$ cat config.mk
export PLATFORM = sky130hd
export DESIGN_NAME = smul_mult18
export DESIGN_NICKNAME = d
export VERILOG_FILES = /design/src/core/smul_pkg.sv /design/src/core/smul_mult18.sv
export SDC_FILE = /design/constraint.sdc
export NUM_CORES = 1
export LEC_CHECK = 0
export BUFFER_PORTS_ARGS = -buffer_cell sky130_fd_sc_hd__buf_2
export CORE_ASPECT_RATIO = 0.5
export CORE_MARGIN = 2
export CORE_UTILIZATION = 31
export DETAILED_ROUTE_END_ITERATION = 10
export PLACE_DENSITY = 0.53
export SLEW_MARGIN = 20
export SYNTH_ARGS = -nofsm -noshare
export SYNTH_HDL_FRONTEND = slang
export SYNTH_SLANG_ARGS = --single-unit
$ cat constraint.sdc
create_clock -name clk_sys -period 8.6 [get_ports clk_sys]
set_clock_uncertainty 0.2 [all_clocks]
set_input_delay 1.72 -clock clk_sys [delete_from_list [all_inputs] [get_ports clk_sys]]
set_output_delay 1.72 -clock clk_sys [all_outputs]
set_load 0.01 [all_outputs]
$ cat src/core/smul_pkg.sv
// Package for the pipelined signed 18x18 multiplier with operand cascade.
// Assumes a single AHB-Lite master with 32-bit data and word-only transfers.

package smul_pkg;

    // ==========================================================
    // Datapath widths
    // ==========================================================
    localparam int OPERAND_W = 18;
    localparam int PRODUCT_W = 36;
    localparam int BUS_W     = 32;
    localparam int ADDR_W    = 32;
    localparam int INV_W     = 6;

    // ==========================================================
    // Register byte offsets
    // ==========================================================
    localparam logic [7:0] REG_POLARITY = 8'h00;  // Control polarity inversion, RW
    localparam logic [7:0] REG_PROD_LO  = 8'h04;  // Product bits 31..0, RO
    localparam logic [7:0] REG_PROD_HI  = 8'h08;  // Product bits 35..32, RO
    localparam logic [7:0] REG_CHAIN    = 8'h0C;  // Applied second operand, RO
    localparam logic [7:0] REG_CONFIG   = 8'h10;  // Build options, RO

    // ==========================================================
    // Polarity register field positions and reset value
    // ==========================================================
    localparam int INV_FIRST_CE    = 0;
    localparam int INV_FIRST_CLR   = 1;
    localparam int INV_SECOND_CE   = 2;
    localparam int INV_SECOND_CLR  = 3;
    localparam int INV_PRODUCT_CE  = 4;
    localparam int INV_PRODUCT_CLR = 5;
    localparam logic [INV_W-1:0] POLARITY_RESET = 6'h00;

    // ==========================================================
    // Config register field positions
    // ==========================================================
    localparam int CFG_FIRST   = 0;
    localparam int CFG_SECOND  = 1;
    localparam int CFG_PRODUCT = 2;
    localparam int CFG_CASCADE = 3;
    localparam int CFG_CLK_INV = 4;

    // ==========================================================
    // Bus codes
    // ==========================================================
    localparam logic [1:0] HTRANS_NONSEQ = 2'h2;
    localparam logic       HRESP_OKAY    = 1'h0;
    localparam logic [BUS_W-1:0] BUS_ZERO = 32'h0000_0000;

    // Second-operand source choice
    typedef enum logic { SMUL_SRC_DIRECT, SMUL_SRC_CASCADE } smul_src_t;

    // One stage's raw enable and clear pins
    typedef struct packed {
        logic ce;
        logic clr;
    } smul_stage_ctl_t;

    // AHB-Lite request side
    typedef struct packed {
        logic              hsel;
        logic [ADDR_W-1:0] haddr;
        logic [1:0]        htrans;
        logic              hwrite;
        logic [2:0]        hsize;
        logic              hready;
        logic [BUS_W-1:0]  hwdata;
    } smul_ahb_req_t;

    // AHB-Lite answer side
    typedef struct packed {
        logic             hreadyout;
        logic             hresp;
        logic [BUS_W-1:0] hrdata;
    } smul_ahb_rsp_t;

endpackage

$ cat src/core/smul_mult18.sv
// Signed 18x18 multiplier block with optional operand and product stages,
// a cascade path for the second operand, and an AHB-Lite register slave.
// Assumes the neighbour below drives the chain input (tie zero at the bottom)
// and that all pins are synchronous to clk_sys.
//
// Implementation choices: the AHB-Lite register port and the register addresses.

`timescale 1ns/1ps

module smul_mult18
    import smul_pkg::*;
#(
    parameter bit        FIRST_STAGE_EN   = 1'b1,
    parameter bit        SECOND_STAGE_EN  = 1'b1,
    parameter bit        PRODUCT_STAGE_EN = 1'b1,
    parameter smul_src_t CHAIN_SOURCE     = SMUL_SRC_DIRECT,
    parameter bit        CLK_INVERT       = 1'b0
)
(
    // Clock and configuration reset
    input  wire logic                   clk_sys,
    input  wire logic                   nrst,
    // Operands and cascade
    input  wire logic [OPERAND_W-1:0]   operand_a,
    input  wire logic [OPERAND_W-1:0]   operand_b,
    input  wire logic [OPERAND_W-1:0]   chain_operand_in,
    output logic      [OPERAND_W-1:0]   chain_operand_out,
    // Stage controls
    input  wire smul_stage_ctl_t        first_stage_ctl,
    input  wire smul_stage_ctl_t        second_stage_ctl,
    input  wire smul_stage_ctl_t        product_stage_ctl,
    // Product
    output logic      [PRODUCT_W-1:0]   product,
    // Register bus
    input  wire smul_ahb_req_t          ahb_req,
    output smul_ahb_rsp_t               ahb_rsp
);

    // ==========================================================
    // Clock polarity
    // ==========================================================
    // Inversion is a build option only; a runtime switch would glitch the clock.
    logic clk_int;
    assign clk_int = clk_sys ^ CLK_INVERT;

    // ==========================================================
    // Declarations
    // ==========================================================
    logic [INV_W-1:0]     polarity_q;
    logic                 first_ce;
    logic                 first_clr;
    logic                 second_ce;
    logic                 second_clr;
    logic                 product_ce;
    logic                 product_clr;
    logic [OPERAND_W-1:0] first_stage_q;
    logic [OPERAND_W-1:0] second_stage_q;
    logic [PRODUCT_W-1:0] product_stage_q;
    logic [OPERAND_W-1:0] second_src;
    logic [OPERAND_W-1:0] mult_a;
    logic [OPERAND_W-1:0] mult_b;
    logic [PRODUCT_W-1:0] mult_p;
    logic [PRODUCT_W-1:0] ext_a;
    logic [PRODUCT_W-1:0] ext_b;
    logic                 wr_pend_q;
    logic [7:0]           wr_addr_q;
    logic [BUS_W-1:0]     rdata_q;
    logic                 addr_phase;
    logic [BUS_W-1:0]     rd_value;

    // ==========================================================
    // Effective stage controls
    // ==========================================================
    // Each control is XORed with its inversion bit from the polarity register
    assign first_ce    = first_stage_ctl.ce    ^ polarity_q[INV_FIRST_CE];
    assign first_clr   = first_stage_ctl.clr   ^ polarity_q[INV_FIRST_CLR];
    assign second_ce   = second_stage_ctl.ce   ^ polarity_q[INV_SECOND_CE];
    assign second_clr  = second_stage_ctl.clr  ^ polarity_q[INV_SECOND_CLR];
    assign product_ce  = product_stage_ctl.ce  ^ polarity_q[INV_PRODUCT_CE];
    assign product_clr = product_stage_ctl.clr ^ polarity_q[INV_PRODUCT_CLR];

    // ==========================================================
    // Second operand source
    // ==========================================================
    // Source choice is fixed at build time, as in a configured fabric block
    assign second_src = (CHAIN_SOURCE == SMUL_SRC_CASCADE) ? chain_operand_in
                                                           : operand_b;

    // ==========================================================
    // Operand stages
    // ==========================================================
    // First operand stage: clear beats enable, otherwise hold
    always_ff @(posedge clk_int or negedge nrst)
    begin
        if (!nrst)
            first_stage_q <= '0;
        else if (first_clr)
            first_stage_q <= '0;
        else if (first_ce)
            first_stage_q <= operand_a;
    end

    // Second operand stage: loads the selected source so the chain shifts
    always_ff @(posedge clk_int or negedge nrst)
    begin
        if (!nrst)
            second_stage_q <= '0;
        else if (second_clr)
            second_stage_q <= '0;
        else if (second_ce)
            second_stage_q <= second_src;
    end

    // Bypass muxes; an absent stage's pins only reach a register nobody reads
    assign mult_a = FIRST_STAGE_EN  ? first_stage_q  : operand_a;
    assign mult_b = SECOND_STAGE_EN ? second_stage_q : second_src;

    // Cascade output shows exactly what the multiplier sees
    assign chain_operand_out = mult_b;

    // ==========================================================
    // Multiplier and product stage
    // ==========================================================
    // Signed product at full width; 18x18 cannot overflow 36 bits.
    // Operands are sign-extended first so no tool can size the multiply at 18 bits.
    assign ext_a  = {{(PRODUCT_W-OPERAND_W){mult_a[OPERAND_W-1]}}, mult_a};
    assign ext_b  = {{(PRODUCT_W-OPERAND_W){mult_b[OPERAND_W-1]}}, mult_b};
    assign mult_p = $signed(ext_a) * $signed(ext_b);

    // Product stage register
    always_ff @(posedge clk_int or negedge nrst)
    begin
        if (!nrst)
            product_stage_q <= '0;
        else if (product_clr)
            product_stage_q <= '0;
        else if (product_ce)
            product_stage_q <= mult_p;
    end

    // Without the product stage, timing is whatever the input stages give
    assign product = PRODUCT_STAGE_EN ? product_stage_q : mult_p;

    // ==========================================================
    // AHB-Lite slave
    // ==========================================================
    // Zero wait states: the slave never stalls, so hreadyout is constant high
    assign addr_phase = ahb_req.hsel && ahb_req.hready && (ahb_req.htrans == HTRANS_NONSEQ);

    // Read mux for the addressed register; unmapped offsets read zero
    always_comb
    begin
        rd_value = BUS_ZERO;
        unique case (ahb_req.haddr[7:0])
            REG_POLARITY: rd_value = {{(BUS_W-INV_W){1'b0}}, polarity_q};
            REG_PROD_LO:  rd_value = product[BUS_W-1:0];
            REG_PROD_HI:  rd_value = {{(2*BUS_W-PRODUCT_W){1'b0}}, product[PRODUCT_W-1:BUS_W]};
            REG_CHAIN:    rd_value = {{(BUS_W-OPERAND_W){1'b0}}, chain_operand_out};
            REG_CONFIG:
            begin
                rd_value[CFG_FIRST]   = FIRST_STAGE_EN;
                rd_value[CFG_SECOND]  = SECOND_STAGE_EN;
                rd_value[CFG_PRODUCT] = PRODUCT_STAGE_EN;
                rd_value[CFG_CASCADE] = (CHAIN_SOURCE == SMUL_SRC_CASCADE);
                rd_value[CFG_CLK_INV] = CLK_INVERT;
            end
            default:      rd_value = BUS_ZERO;
        endcase
    end

    // Address phase capture; read data is latched so it stands in the data phase
    always_ff @(posedge clk_sys or negedge nrst)
    begin
        if (!nrst)
        begin
            wr_pend_q <= 1'b0;
            wr_addr_q <= '0;
            rdata_q   <= BUS_ZERO;
        end
        else
        begin
            wr_pend_q <= addr_phase && ahb_req.hwrite;
            if (addr_phase)
                wr_addr_q <= ahb_req.haddr[7:0];
            if (addr_phase && !ahb_req.hwrite)
                rdata_q <= rd_value;
        end
    end

    // Polarity register written in the data phase
    always_ff @(posedge clk_sys or negedge nrst)
    begin
        if (!nrst)
            polarity_q <= POLARITY_RESET;
        else if (wr_pend_q && (wr_addr_q == REG_POLARITY))
            polarity_q <= ahb_req.hwdata[INV_W-1:0];
    end

    assign ahb_rsp.hreadyout = 1'b1;
    assign ahb_rsp.hresp     = HRESP_OKAY;
    assign ahb_rsp.hrdata    = rdata_q;
endmodule

==> summary.md <==
• **insertion delay of the later-clocked pin in the worst-skew pair** 430 ps
• **number of sinks handled by clock tree synthesis** 119
• **first-pass GRT wire length** 74800 um
• **highest ir drop seen on vdd** 0.116 mV
• **clock tree buffer depth** 2
• **detailed-routing wirelength on met1** 20700 um
• **result of the run** complete, no violations
• **clock transition time at the flip-flop clock pins of the worst setup and hold paths** 70 ps
• **cts hold-fix bufs** 0
• **height of the die** 170 um
• **number of iterations in the first detailed-routing pass** 4
• **part of the Yosys area used for sequential elements** 17.5%
• **half-perimeter wire length after detailed placement** 36500 um
• **count of buffers added by post-CTS timing repair for setup** 0
• **Gate Count Post-Synth** 1799
• **most used cells in the layout excluding fill and tap cells** sky130_fd_sc_hd__inv_1, sky130_fd_sc_hd__fa_1, sky130_fd_sc_hd__nand2_1
• **Yosys reg bits** 119
• **number of warnings reported in the yosys synthesis log** 0
• **last weighted congestion value of the routability-driven placer** 0.889
• **number of DRC markers after the initial detailed-route iteration** 688
• **count of max-cap constraint violations** 0
• **Core Rows** 60
• **number of primary I/O pins** 222
• **# DRC** 0
• **area of the die** 56800 um^2
• **largest net degree at the start of global routing** 63
• **die outline width** 335 um
• **worst-case headroom to the max-slew limit** 28.7%
• **Final Cycle Share** 83.3%
• **Total GRT Usage** 17.1%
• **cts repair resizes** 0
• **leakage power summed over all cells** 9.81 nW
• **vias post-DR** 12.4k
• **Buf/Inv on CP** 3
• **routed wirelength normalized by instance count** 17.8 um
• **clock tree from TritonCTS** done
• **final critical-path required period** 7160 ps
• **final critical-path setup slack** 1440 ps
• **Top Layer Used** met4
• **WS Path Type** flip-flop to flip-flop
• **power consumption** 3.45 mW
• **detailed route wirelength on metal2** 24100 um
• **antenna violation net count after detailed routing** 0
• **final hold viol count** 0
• **count of distinct cell types in the synthesized netlist** 59
• **Arrival @ worst endpoint** 7260 ps
• **starting density of the core** 31.5%
• **worst hold path type** flip-flop to flip-flop
• **routed vias/inst** 4.74
• **Power Density** 181 nW/um^2
• **share of final-layout standard cells stronger than drive strength 1** 12.1%
• **setup violation total in the final timing report** 0
• **cell family with most CP delay** adder cells
• **kind of start point of the critical path** flip-flop
• **biggest cell delay along the critical path** 970 ps
• **most numerous cell on the critical path** sky130_fd_sc_hd__fa_1
• **type of element capturing the critical path** flip-flop
• **share of the core filled with cells** 35.2%
• **Core ar.** 54000 um^2
• **Routed WL** 46500 um
• **Cell Area, Synth** 17000 um^2
• **summed negative setup slack over all endpoints** 0 ps
• **RSZ-0062 raised after global routing** no
• **global route total overflow** 0
• **crit-path cells** nand2_1 > fa_1 > fa_1 > fa_1 > inv_1 > fa_1 > fa_1 > inv_1 > fa_1 > inv_1 > ha_1 > nand2_1 > o311ai_1 > o21ai_0 > o21a_2 > o211ai_1 > a31oi_1 > xnor2_1 > o21ai_1
• **actual transition at the worst max-transition pin** 1070 ps
• **number of synthesized flops with an enable pin** 0
• **count of H-tree levels built during CTS** 4
• **FFs w/ async S/R, synth** 100%
• **root buf cell** sky130_fd_sc_hd__clkbuf_16
• **met3 wire length** 1100 um
• **Final Max Slew Viols** 0
• **per-instance average area after synthesis** 9.45 um^2
• **Mapped Nets** 2355
• **maximum fanout along the worst path** 21
• **Max Fclk** 140 MHz
• **Post-Place Worst Slack** 1390 ps
• **number of global-route vias before repair** 13.1k
• **area added between synthesis and finish** 11.9%
• **number of antenna violations at the first check in global routing** 3
• **most common cell after layout, fill and taps aside** sky130_fd_sc_hd__inv_1
• **prevailing post-synth register cell** sky130_fd_sc_hd__dfrtp_1
• **final net count** 2447
• **number of buffers created by CTS** 17
• **count of input and output buffers** 148
• **Worst Path Required** 8700 ps
• **cell with the largest stage delay on the worst path** sky130_fd_sc_hd__dfrtp_1
-- report_power, final --
group | switching [mW] | internal (mW) | total, mW
clock | 0.296 | 0.435 | 0.730
sequential | 0.210 | 0.636 | 0.846
combinational | 1.12 | 0.760 | 1.88
-- registers in the layout, summed over array words and instances, names as in the netlist --
register,count
product,36
rdata_q,32
chain_operand_out,18
first_stage_q,18
wr_addr_q,8
polarity_q,6
wr_pend_q,1
-- cells by family (layout without fill, tap and decap cells) --
logic type / count (synthesis) / in the layout / share of synthesized area (%)
compound gates: 209 / 209 / 8.20
xor+xnor: 38 / 38 / 1.96
fa+ha+maj: 422 / 422 / 45.6
buf+inv: 464 / 569 / 10.3
flops: 119 / 119 / 17.5
mux: 32 / 32 / 1.99
other cells: 2 / 3 / 0.0442
simple gates: 513 / 513 / 14.4
-- synthesized netlist by cell type, types with 2 or more instances --
cell type | number | area share, %
sky130_fd_sc_hd__inv_1 | 367 | 8.1
sky130_fd_sc_hd__fa_1 | 329 | 39
sky130_fd_sc_hd__nand2_1 | 266 | 5.9
sky130_fd_sc_hd__and2_1 | 163 | 6.0
sky130_fd_sc_hd__dfrtp_1 | 119 | 18
sky130_fd_sc_hd__ha_1 | 93 | 6.8
sky130_fd_sc_hd__clkbuf_1 | 90 | 2.0
sky130_fd_sc_hd__a21oi_1 | 62 | 1.8
sky130_fd_sc_hd__nor2_1 | 38 | 0.84
sky130_fd_sc_hd__o21ai_0 | 37 | 1.1
sky130_fd_sc_hd__a22o_1 | 25 | 1.3
sky130_fd_sc_hd__xnor2_1 | 25 | 1.3
sky130_fd_sc_hd__mux2i_1 | 17 | 1.0
sky130_fd_sc_hd__o31ai_1 | 16 | 0.71
sky130_fd_sc_hd__mux2_2 | 15 | 0.99
sky130_fd_sc_hd__xor2_1 | 13 | 0.67
sky130_fd_sc_hd__nand3_1 | 12 | 0.35
sky130_fd_sc_hd__a21o_1 | 10 | 0.44
sky130_fd_sc_hd__nand2b_1 | 8 | 0.29
sky130_fd_sc_hd__nor3_1 | 8 | 0.24
sky130_fd_sc_hd__a32o_1 | 6 | 0.35
sky130_fd_sc_hd__o211ai_1 | 6 | 0.26
sky130_fd_sc_hd__o21ai_1 | 6 | 0.18
sky130_fd_sc_hd__a31oi_1 | 5 | 0.18
sky130_fd_sc_hd__a211o_1 | 4 | 0.21
sky130_fd_sc_hd__o21a_1 | 4 | 0.18
sky130_fd_sc_hd__o21bai_1 | 4 | 0.18
sky130_fd_sc_hd__a211oi_1 | 3 | 0.13
sky130_fd_sc_hd__a22oi_1 | 3 | 0.13
sky130_fd_sc_hd__buf_1 | 3 | 0.066
sky130_fd_sc_hd__buf_4 | 3 | 0.13
sky130_fd_sc_hd__nand4_1 | 3 | 0.11
sky130_fd_sc_hd__nand4b_1 | 3 | 0.15
sky130_fd_sc_hd__or3_1 | 3 | 0.11
sky130_fd_sc_hd__a2111o_1 | 2 | 0.13
sky130_fd_sc_hd__a211oi_2 | 2 | 0.15
sky130_fd_sc_hd__conb_1 | 2 | 0.044
sky130_fd_sc_hd__nor2b_1 | 2 | 0.074
sky130_fd_sc_hd__o311ai_0 | 2 | 0.10
-- metrics by stage --
step                hold WS, ps  area [um^2]  std cells
floorplan                   270        17000       1799
global placement            257        18400       2585
detailed placement          262        18400       2585
CTS                         275        19000       2617
global route                299        19000       2617
finish                      269        19000       2618
-- final timing paths --
path / start / to / slack [ps] / depth (start not counted)
min reg2reg: rdata_q[16] / rdata_q[16] / 270 / 2
max: chain_operand_out[3] / product[35] / 1440 / 19
max in group asynchronous: nrst / first_stage_q[13] / 5660 / 2
min in group asynchronous: nrst / rdata_q[12] / 1190 / 1
min: rdata_q[16] / rdata_q[16] / 270 / 2
max reg2reg: chain_operand_out[3] / product[35] / 1440 / 19
-- layout make-up --
cell class / instances / area [um^2]
fill: 5534 / 35000
multi-input combinational: 1216 / 12300
sequential: 119 / 2980
inverter: 367 / 1380
timing repair buffer: 170 / 908
tap: 713 / 892
clock buffer: 18 / 429
clock inverter: 14 / 165
antenna: 1 / 2.50
-- worst reg2reg max path: stages, from the launching register on --
cell and delay, ps:
sky130_fd_sc_hd__dfrtp_1 970, sky130_fd_sc_hd__nand2_1 320, sky130_fd_sc_hd__fa_1 580, sky130_fd_sc_hd__fa_1 510, sky130_fd_sc_hd__fa_1 510, sky130_fd_sc_hd__inv_1 50
sky130_fd_sc_hd__fa_1 500, sky130_fd_sc_hd__fa_1 500, sky130_fd_sc_hd__inv_1 50, sky130_fd_sc_hd__fa_1 480, sky130_fd_sc_hd__inv_1 40, sky130_fd_sc_hd__ha_1 350
sky130_fd_sc_hd__nand2_1 130, sky130_fd_sc_hd__o311ai_1 690, sky130_fd_sc_hd__o21ai_0 230, sky130_fd_sc_hd__o21a_2 290, sky130_fd_sc_hd__o211ai_1 200, sky130_fd_sc_hd__a31oi_1 120
sky130_fd_sc_hd__xnor2_1 220, sky130_fd_sc_hd__o21ai_1 80
-- routing by layer --
layer,GRT usage (%),vias up
met5,0,-
met4,3.53,0
met3,1.43,25
met2,30.4,171
met1,22.8,6566
li1,-,5635
Note: power is estimated with default switching activity, not from simulation.
